<file path="src/design/pap_pkg.sv">
// Purpose: Shared constants for the pulse accumulator and timer port block
// Assumes: Byte-wide register offsets, 16-bit register data path
// Notes: Control bits not given an address elsewhere sit at chosen offsets
`default_nettype none
package pap_pkg;
    // Register offsets
    localparam logic [7:0] PAP_OFS_TIMER_SYSTEM_CONTROL = 8'h86;
    localparam logic [7:0] PAP_OFS_TCNT = 8'h84;
    localparam logic [7:0] PAP_OFS_PACTL = 8'hA0;
    localparam logic [7:0] PAP_OFS_FLAGS = 8'hA1;
    localparam logic [7:0] PAP_OFS_COUNT = 8'hA2;
    localparam logic [7:0] PAP_OFS_TEST = 8'hAD;
    localparam logic [7:0] PAP_OFS_DATA = 8'hAE;
    localparam logic [7:0] PAP_OFS_DIR = 8'hAF;
    // Timer system control fields
    localparam int PAP_TSC_TIMER_ENABLE = 7;
    localparam int PAP_TSC_WAIT_STOP = 6;
    localparam int PAP_TSC_BACKGROUND_STOP = 5;
    localparam int PAP_TSC_FAST_CLEAR = 4;
    // Accumulator control fields
    localparam int PAP_CTL_SYSTEM_ENABLE = 6;
    localparam int PAP_CTL_MODE = 5;
    localparam int PAP_CTL_EDGE = 4;
    localparam int PAP_CTL_CLK_HI = 3;
    localparam int PAP_CTL_CLK_LO = 2;
    localparam int PAP_CTL_OVF_IE = 1;
    localparam int PAP_CTL_EDGE_IE = 0;
    // Flag and test fields
    localparam int PAP_FLG_OVERFLOW = 1;
    localparam int PAP_FLG_INPUT_EDGE = 0;
    localparam int PAP_TST_TIMER_BYP = 1;
    localparam int PAP_TST_ACCUM_BYP = 2;
    // Reset values
    localparam logic [7:0] PAP_RST_BYTE = 8'h00;
    localparam logic [15:0] PAP_RST_WORD = 16'h0000;
    // Timing counts: gate divide in module clocks, 256/65536 in accumulator clocks
    localparam int PAP_GATE_DIV = 64;
    localparam int PAP_ACC_DIV_MID = 256;
    localparam int PAP_ACC_DIV_HI = 65536;
    // Timer counter clock sources
    typedef enum logic [1:0] {
        PAP_CLK_PRESC = 2'b00,
        PAP_CLK_ACC = 2'b01,
        PAP_CLK_ACC256 = 2'b10,
        PAP_CLK_ACC64K = 2'b11
    } pap_clk_sel_t;
endpackage : pap_pkg
`default_nettype wire

</file>
<file path="src/design/pap_top.sv">
// Contract
// - Event mode counts falling edges if edge select is 0, rising if 1.
// - Gated mode, edge select 0: high input gates divided clock; fall sets flag.
// - Gated mode, edge select 1: low input gates divided clock; rise sets flag.
// - With timer disabled no divide-by-64 clock reaches the accumulator.
// - Clock select picks prescaler, accumulator clock, or it divided by 256/65536.
// - Accumulator disabled means timer counter always uses prescaler clock.
// - Clock select change takes effect at once, no synchronisation wait.
// - Interrupt requested by overflow flag or input flag with its enable set.
// - Fast clear mode: any count register access clears both flags.
// - Overflow flag sets on 16-bit wrap; write bit 1 as one clears it.
// - Input flag sets on event or gate trailing edge; write bit 0 clears.
// - Test register always readable, writable only when special_mode_n is 0.
// - Timer bypass splits timer counter in two halves, skips prescaler.
// - Accumulator bypass splits pulse counter in two halves, skips divide-by-64 gate clock.
// - Port data read gives pin level for inputs, driver input for outputs.
// - Port data writes land in a latch; timer-owned pins stay unaffected.
// - Direction bit 0 input, 1 output; enabled compare forces output.
// - Disabled compare returns control to direction bit; capture never overrides.
// - Timer runs in background and wait unless the matching stop bit is 1.
// - Disabled timer or accumulator stops its operations; registers stay usable.
//
// Purpose: Pulse accumulator, timer counter clocking and timer port pins
// Assumes: Register port with one-cycle strobes, read data one cycle later
// Notes: Pin 7 is the accumulator input; compare channels are external
`default_nettype none
module pap_top
    import pap_pkg::*;
#(
    parameter int PRESC_DIV = 1
)
(
    // Clock, reset, enable
    input wire logic clk,
    input wire logic rst_n,
    input wire logic ce,
    // Register port
    input wire logic [7:0] addr,
    input wire logic [15:0] wr_data,
    input wire logic wr_stb,
    input wire logic rd_stb,
    output logic [15:0] rd_data,
    // Chip mode
    input wire logic special_mode_n,
    input wire logic background_mode,
    input wire logic wait_mode,
    // Output compare channels
    input wire logic [7:0] oc_enable,
    input wire logic [7:0] oc_level,
    // Timer port pins
    input wire logic [7:0] port_in,
    output logic [7:0] port_out,
    output logic [7:0] port_oe,
    // Interrupt request
    output logic irq
);
    logic rst_meta_ff;
    logic rst_sync_n_ff;
    logic [7:0] tsc_ff;
    logic [7:0] pactl_ff;
    logic [7:0] test_ff;
    logic [7:0] dir_ff;
    logic [7:0] data_ff;
    logic ovf_flag_ff;
    logic edge_flag_ff;
    logic [15:0] count_ff;
    logic [15:0] tcnt_ff;
    logic [7:0] presc_ff;
    logic [5:0] div64_ff;
    logic [15:0] acc_div_ff;
    logic pin_meta_ff;
    logic pin_sync_ff;
    logic pin_prev_ff;
    logic [15:0] rd_data_ff;
    logic irq_ff;
    logic [7:0] port_out_ff;
    logic [7:0] port_oe_ff;

    // Reset release through two flops
    always_ff @(posedge clk or negedge rst_n)
    begin
        if (!rst_n)
        begin
            rst_meta_ff <= 1'b0;
            rst_sync_n_ff <= 1'b0;
        end
        else
        begin
            rst_meta_ff <= 1'b1;
            rst_sync_n_ff <= rst_meta_ff;
        end
    end

    // Address decode
    wire sel_tsc = (addr == PAP_OFS_TIMER_SYSTEM_CONTROL);
    wire sel_tcnt = (addr == PAP_OFS_TCNT);
    wire sel_pactl = (addr == PAP_OFS_PACTL);
    wire sel_flags = (addr == PAP_OFS_FLAGS);
    wire sel_count = (addr == PAP_OFS_COUNT);
    wire sel_test = (addr == PAP_OFS_TEST);
    wire sel_data = (addr == PAP_OFS_DATA);
    wire sel_dir = (addr == PAP_OFS_DIR);
    wire wr_tsc = wr_stb && sel_tsc;
    wire wr_tcnt = wr_stb && sel_tcnt;
    wire wr_pactl = wr_stb && sel_pactl;
    wire wr_flags = wr_stb && sel_flags;
    wire wr_count = wr_stb && sel_count;
    wire wr_test = wr_stb && sel_test && !special_mode_n;
    wire wr_data_reg = wr_stb && sel_data;
    wire wr_dir = wr_stb && sel_dir;

    // Control fields
    wire fast_clear = tsc_ff[PAP_TSC_FAST_CLEAR];
    wire timer_active = tsc_ff[PAP_TSC_TIMER_ENABLE]
        && !(background_mode && tsc_ff[PAP_TSC_BACKGROUND_STOP])
        && !(wait_mode && tsc_ff[PAP_TSC_WAIT_STOP]);
    wire accum_system_enable = pactl_ff[PAP_CTL_SYSTEM_ENABLE];
    wire accum_mode_select = pactl_ff[PAP_CTL_MODE];
    wire edge_select = pactl_ff[PAP_CTL_EDGE];
    wire timer_chain_bypass = test_ff[PAP_TST_TIMER_BYP];
    wire accum_chain_bypass = test_ff[PAP_TST_ACCUM_BYP];
    pap_clk_sel_t clock_select;
    assign clock_select = pap_clk_sel_t'({pactl_ff[PAP_CTL_CLK_HI],
        pactl_ff[PAP_CTL_CLK_LO]});

    // Timer prescaler and the divide-by-64 gate clock
    localparam logic [7:0] PRESC_LAST = 8'(PRESC_DIV - 1);
    localparam logic [5:0] DIV64_LAST = 6'(PAP_GATE_DIV - 1);
    wire presc_wrap = (presc_ff == PRESC_LAST);
    wire presc_tick = timer_active && (timer_chain_bypass || presc_wrap);
    wire div64_tick = timer_active && (div64_ff == DIV64_LAST);

    // Accumulator input edges after the synchroniser
    wire pin_rise = pin_sync_ff && !pin_prev_ff;
    wire pin_fall = !pin_sync_ff && pin_prev_ff;
    wire sel_edge = edge_select ? pin_rise : pin_fall;
    wire gate_open = edge_select ? !pin_sync_ff : pin_sync_ff;
    // Bypass lets the gate pass module clocks directly, skipping the divider
    wire gate_clk = accum_chain_bypass ? timer_active : div64_tick;
    wire accum_clock = accum_system_enable && (accum_mode_select ?
        (gate_open && gate_clk) : sel_edge);
    wire edge_event = accum_system_enable && sel_edge;

    // Pulse counter, whole or as two independent halves
    wire [7:0] cnt_lo_inc = count_ff[7:0] + 8'h01;
    wire [7:0] cnt_hi_split = count_ff[15:8] + 8'h01;
    wire [15:0] cnt_whole = count_ff + 16'h0001;
    wire [15:0] cnt_next_inc = accum_chain_bypass ?
        {cnt_hi_split, cnt_lo_inc} : cnt_whole;
    wire cnt_wrap = accum_chain_bypass ? (count_ff[15:8] == 8'hFF)
        : (count_ff == 16'hFFFF);
    wire ovf_event = accum_clock && cnt_wrap && !wr_count;
    wire count_access = (wr_stb || rd_stb) && sel_count;
    wire fast_hit = fast_clear && count_access;

    // Accumulator clock dividers for the timer counter
    localparam logic [15:0] ACC_MID_MASK = 16'(PAP_ACC_DIV_MID - 1);
    localparam logic [15:0] ACC_HI_MASK = 16'(PAP_ACC_DIV_HI - 1);
    wire acc_div256 = accum_clock
        && ((acc_div_ff & ACC_MID_MASK) == ACC_MID_MASK);
    wire acc_div64k = accum_clock
        && ((acc_div_ff & ACC_HI_MASK) == ACC_HI_MASK);
    logic tcnt_src;
    always_comb
    begin
        tcnt_src = presc_tick;
        if (accum_system_enable)
        begin
            unique case (clock_select)
                PAP_CLK_PRESC: tcnt_src = presc_tick;
                PAP_CLK_ACC: tcnt_src = accum_clock;
                PAP_CLK_ACC256: tcnt_src = acc_div256;
                PAP_CLK_ACC64K: tcnt_src = acc_div64k;
            endcase
        end
    end
    wire tcnt_tick = tcnt_src && timer_active;
    wire [15:0] tcnt_next_inc = timer_chain_bypass ?
        {8'(tcnt_ff[15:8] + 8'h01), 8'(tcnt_ff[7:0] + 8'h01)}
        : 16'(tcnt_ff + 16'h0001);

    // Flags: hardware set wins over any clear in the same cycle
    wire nxt_ovf_flag = ovf_event || (ovf_flag_ff
        && !(wr_flags && wr_data[PAP_FLG_OVERFLOW]) && !fast_hit);
    wire nxt_edge_flag = edge_event || (edge_flag_ff
        && !(wr_flags && wr_data[PAP_FLG_INPUT_EDGE]) && !fast_hit);
    wire nxt_irq = (nxt_ovf_flag && pactl_ff[PAP_CTL_OVF_IE])
        || (nxt_edge_flag && pactl_ff[PAP_CTL_EDGE_IE]);

    // Pins: compare overrides direction and data, capture does not
    logic [7:0] nxt_port_oe;
    logic [7:0] nxt_port_out;
    logic [7:0] pin_view;
    genvar gi;
    generate
        for (gi = 0; gi < 8; gi++)
        begin : g_pin
            assign nxt_port_oe[gi] = dir_ff[gi] || oc_enable[gi];
            assign nxt_port_out[gi] = oc_enable[gi] ? oc_level[gi]
                : (wr_data_reg ? wr_data[gi] : data_ff[gi]);
            if (gi == 7)
            begin : g_acc
                assign pin_view[gi] = port_oe_ff[gi] ? port_out_ff[gi]
                    : pin_sync_ff;
            end
            else
            begin : g_gpio
                assign pin_view[gi] = port_oe_ff[gi] ? port_out_ff[gi]
                    : port_in[gi];
            end
        end
    endgenerate

    // Read mux; unmapped offsets return zero
    logic [15:0] rd_mux;
    always_comb
    begin
        rd_mux = PAP_RST_WORD;
        if (sel_tsc)
            rd_mux = {8'h00, tsc_ff};
        else if (sel_tcnt)
            rd_mux = tcnt_ff;
        else if (sel_pactl)
            rd_mux = {8'h00, pactl_ff};
        else if (sel_flags)
            rd_mux = {14'h0000, ovf_flag_ff, edge_flag_ff};
        else if (sel_count)
            rd_mux = count_ff;
        else if (sel_test)
            rd_mux = {8'h00, test_ff};
        else if (sel_data)
            rd_mux = {8'h00, pin_view};
        else if (sel_dir)
            rd_mux = {8'h00, dir_ff};
    end

    // Control registers
    always_ff @(posedge clk or negedge rst_sync_n_ff)
    begin
        if (!rst_sync_n_ff)
        begin
            tsc_ff <= PAP_RST_BYTE;
            pactl_ff <= PAP_RST_BYTE;
            test_ff <= PAP_RST_BYTE;
            dir_ff <= PAP_RST_BYTE;
            data_ff <= PAP_RST_BYTE;
        end
        else if (ce)
        begin
            if (wr_tsc)
                tsc_ff <= wr_data[7:0];
            if (wr_pactl)
                pactl_ff <= wr_data[7:0];
            if (wr_test)
                test_ff <= wr_data[7:0];
            if (wr_dir)
                dir_ff <= wr_data[7:0];
            if (wr_data_reg)
                data_ff <= wr_data[7:0];
        end
    end

    // Input synchroniser and edge history
    always_ff @(posedge clk or negedge rst_sync_n_ff)
    begin
        if (!rst_sync_n_ff)
        begin
            pin_meta_ff <= 1'b0;
            pin_sync_ff <= 1'b0;
            pin_prev_ff <= 1'b0;
        end
        else if (ce)
        begin
            pin_meta_ff <= port_in[7];
            pin_sync_ff <= pin_meta_ff;
            pin_prev_ff <= pin_sync_ff;
        end
    end

    // Dividers; the gate divider only runs with the timer active
    always_ff @(posedge clk or negedge rst_sync_n_ff)
    begin
        if (!rst_sync_n_ff)
        begin
            presc_ff <= PAP_RST_BYTE;
            div64_ff <= 6'h00;
            acc_div_ff <= PAP_RST_WORD;
        end
        else if (ce)
        begin
            if (timer_active)
            begin
                presc_ff <= presc_wrap ? PAP_RST_BYTE : 8'(presc_ff + 8'h01);
                div64_ff <= 6'(div64_ff + 6'h01);
            end
            if (accum_clock)
                acc_div_ff <= 16'(acc_div_ff + 16'h0001);
        end
    end

    // Counters; a software write wins over a count in the same cycle
    always_ff @(posedge clk or negedge rst_sync_n_ff)
    begin
        if (!rst_sync_n_ff)
        begin
            count_ff <= PAP_RST_WORD;
            tcnt_ff <= PAP_RST_WORD;
        end
        else if (ce)
        begin
            if (wr_count)
                count_ff <= wr_data;
            else if (accum_clock)
                count_ff <= cnt_next_inc;
            if (wr_tcnt)
                tcnt_ff <= wr_data;
            else if (tcnt_tick)
                tcnt_ff <= tcnt_next_inc;
        end
    end

    // Flags, interrupt, pins and read data
    always_ff @(posedge clk or negedge rst_sync_n_ff)
    begin
        if (!rst_sync_n_ff)
        begin
            ovf_flag_ff <= 1'b0;
            edge_flag_ff <= 1'b0;
            irq_ff <= 1'b0;
            port_out_ff <= PAP_RST_BYTE;
            port_oe_ff <= PAP_RST_BYTE;
            rd_data_ff <= PAP_RST_WORD;
        end
        else if (ce)
        begin
            ovf_flag_ff <= nxt_ovf_flag;
            edge_flag_ff <= nxt_edge_flag;
            irq_ff <= nxt_irq;
            port_out_ff <= nxt_port_out;
            port_oe_ff <= nxt_port_oe;
            rd_data_ff <= rd_stb ? rd_mux : PAP_RST_WORD;
        end
    end

    assign rd_data = rd_data_ff;
    assign irq = irq_ff;
    assign port_out = port_out_ff;
    assign port_oe = port_oe_ff;
endmodule : pap_top
`default_nettype wire

</file>
<file path="config.mk">
export PLATFORM = sky130hd
export DESIGN_NAME = pap_top
export DESIGN_NICKNAME = d
export VERILOG_FILES = /design/src/design/pap_pkg.sv /design/src/design/pap_top.sv
export SDC_FILE = /design/constraint.sdc
export NUM_CORES = 1
export LEC_CHECK = 0
export BUFFER_PORTS_ARGS = -buffer_cell sky130_fd_sc_hd__buf_2
export CAP_MARGIN = 10
export CORE_ASPECT_RATIO = 1.25
export CORE_MARGIN = 2
export CORE_UTILIZATION = 55
export DETAILED_ROUTE_END_ITERATION = 10
export GPL_TIMING_DRIVEN = 0
export PLACE_DENSITY = 0.84
export SLEW_MARGIN = 20
export SYNTH_ARGS = -nofsm -noshare
export SYNTH_HDL_FRONTEND = slang
export SYNTH_SLANG_ARGS = --single-unit
</file>
<file path="constraint.sdc">
create_clock -name clk -period 13 [get_ports clk]
set_clock_uncertainty 0.05 [all_clocks]
set_input_delay 1.95 -clock clk [delete_from_list [all_inputs] [get_ports clk]]
set_output_delay 1.95 -clock clk [all_outputs]
set_load 0.03 [all_outputs]
</file>
==> flow_summary.ini <==
[global_route]
grt_max_degree = 57
grt_pass1_wl_um = 33700
antenna_found_initial = 0
grt-ovfl-total = 0
grt_usage_pct = 30.4
grt_pass1_vias = 6453

[die]
num_rows = 47
num_io_pins = 89
die_h_um = 135
chipWidth_um = 109
core_mm2 = 0.0133
initial_core_util_pct = 56.5
dieArea_mm2 = 0.0147

[placed_design]
place_congestion = 0.941
hpwl_um = 14900
numPortBuffers = 85

[yosys]
yosysUniqueCellTypes = 74
syn_area_mm2 = 0.00754
synth_area_leaders = dfrtp_1, mux2_2, a22oi_1, xnor2_1, nand2_1
synth_fp_nets = 787
syn_inst = 723
synth-async-reset-ratio_pct = 100
post-synth-top-area-cell = dfrtp_1
seq_area_frac_synth_pct = 47.1
synthFlopType = dfrtp_1
yosysWarnings = 0
synth_area_per_cell_um2 = 10.4
synth_edf_count = 0
ys_seq_elements = 142
synthDominantCellAreaShare_pct = 47.1

[timing]
setup_viol = 0
slew_viol_final = 0
tightest_slew_ns = 0.706
post-route-period-util_pct = 28.1
rsz0062_at_grt = no
setup_tns_ns = 0
finalHoldViolCount = 0
layout_min_cycle_time_ns = 3.66
slew_headroom_pct = 52.9
fmax_mhz = 274

[min_path]
hold_path_class = flip-flop to asynchronous set/reset pin

[clock_tree]
ctsResizeCount = 0
clk_pin_slew_ns = 0.06
cts_buffers = 17
cts_root_buffer = clkbuf_16
post_cts_buffers = 0
insertion_delay_ns = 0.44
cts_hold_repair.buffers = 0
cts_tree = yes
clockBufferDepth = 2
cts_max_level = 4
cts.sinks = 142

[route]
route.vias.total = 6598
drt_wl_total_um = 21100
route.detailed.drc = 0
antenna_violating_nets_post_route = 0
drt_iter0_drc = 579
first_pass_iters = 9
via_per_inst = 6.51
routedWlPerCell_um = 20.9

[run]
maxCapViolCount = 0

[final_layout]
antennaDiodeCount = 0
layout-drive-gt1-share_pct = 26.7
fin_nets = 893
synthToLayoutAreaGrowth_pct = 17.3
fillCellCount = 1015

[setup_path]
cp.arrival_ns = 3.91
crit_fanout = 10
critPathCaptureType = flip-flop
cp_data_required_time_ns = 13.25
critPathKind = primary input to flip-flop
startpoint_type = primary input

[power]
ir_drop_uv = 118
power_leakage_nw = 4.11
total_power_mw = 1.09
p_per_area_mw_per_mm2 = 123

[outcome]
outcome = finished clean
stage by stage:
| stage | util (%) | cells | hold WS [ns] | setup WS, ns | area [um2] |
|---|---|---|---|---|---|
| floorplan | - | 723 | 0.281 | 8.70 | 7540 |
| global placement | 61.3 | 979 | 0.286 | 7.19 | 8180 |
| detailed placement | 61.7 | 981 | 0.285 | 8.99 | 8230 |
| CTS | 66.2 | 1013 | 0.298 | 9.43 | 8840 |
| global route | 66.2 | 1013 | 0.319 | 9.23 | 8840 |
| finish | 66.2 | 1013 | 0.290 | 9.34 | 8840 |
critical path, stage by stage:
cell     delay, ns
buf_2         0.10
a22oi_1       0.45
and3_1        0.28
buf_2         0.23
a32oi_2       0.18
nand2_1       0.27
buf_2         0.30
a31oi_1       0.13
routing by layer:
layer	up-vias	GRT usage (%)	wire length [um]
li1	2933	-	-
met1	3192	37.5	8120
met2	379	48.0	10100
met3	94	7.19	1630
met4	0	18.9	1300
met5	-	0	0
cells by family (layout without fill, tap and decap cells):
logic type      Yosys count  count (layout)  share of synthesized area [%]
fa+ha+maj                 8               8                           1.33
simple gates            207             207                           15.1
compound gates          207             207                           18.9
xor+xnor                 27              27                           3.14
flops                   142             142                           47.1
other cells               1               1                         0.0497
buf+inv                  56             175                           3.34
mux                      75              75                           11.0
synthesized netlist by cell type (all sizes together), types with 5 or more instances:
cell	count
dfrtp	142
mux2	65
nand2	54
nor2	50
o21ai	46
a21oi	31
a22oi	30
nand3	27
xnor2	24
nand4	22
inv	21
o22ai	19
buf	18
clkbuf	16
and3	15
o2bb2ai	15
a31oi	10
mux2i	10
o22a	9
ha	8
nor3	8
a21o	7
a222oi	6
nor4	6
o211ai	5
sequential cells by signal (all words and copies together), names as in the netlist, 16 cells and up:
register    flops
tcnt_ff        16
rd_data        16
acc_div_ff     16
count_ff       16
placed cells by master, fill, tap and decap left out, drive strengths merged, types with 10 or more instances in the layout:
cell type  instances
a21oi             31
a22oi             30
a31oi             10
and3              15
buf              105
clkbuf            38
dfrtp            142
inv               21
mux2              65
mux2i             10
nand2             54
nand3             27
nand4             22
nor2              50
o21ai             46
o22ai             19
o2bb2ai           15
xnor2             24
path summary, 6_finish.rpt:
| kind | cells after the start | from | slack [ns] | endpoint |
|---|---|---|---|---|
| worst min-delay path | 0 | rst_sync_n_ff | 0.29 | test_ff[1] |
| worst max register to register | 7 | tsc_ff[5] | 10.55 | count_ff[9] |
| max in group asynchronous | 1 | rst_n | 11.55 | rst_sync_n_ff |
| worst max-delay path | 8 | background_mode | 9.34 | count_ff[9] |
| worst min register to register | 0 | rst_sync_n_ff | 0.29 | test_ff[1] |
| min in group clk | 0 | rst_meta_ff | 0.30 | rst_sync_n_ff |
layout make-up:
cell class                 instances  area (um2)  share of cell area [%]
timing repair buffer              87         473                    5.35
clock buffer                      22         474                    5.36
sequential                       142        3560                    40.2
inverter                          22        82.6                   0.934
buffer                            34         169                    1.91
tap                              171         214                    2.42
multi-input combinational        525        3730                    42.2
clock inverter                    10         136                    1.54
power breakdown:
part | switching (mW) | total [mW] | leakage [nW] | internal, mW
sequential | 0.0226 | 0.483 | 1.86 | 0.461
combinational | 0.0608 | 0.100 | 1.96 | 0.0393
clock | 0.191 | 0.506 | 0.292 | 0.316
total | 0.274 | 1.09 | 4.11 | 0.816
(Power assumes the default switching activity.)
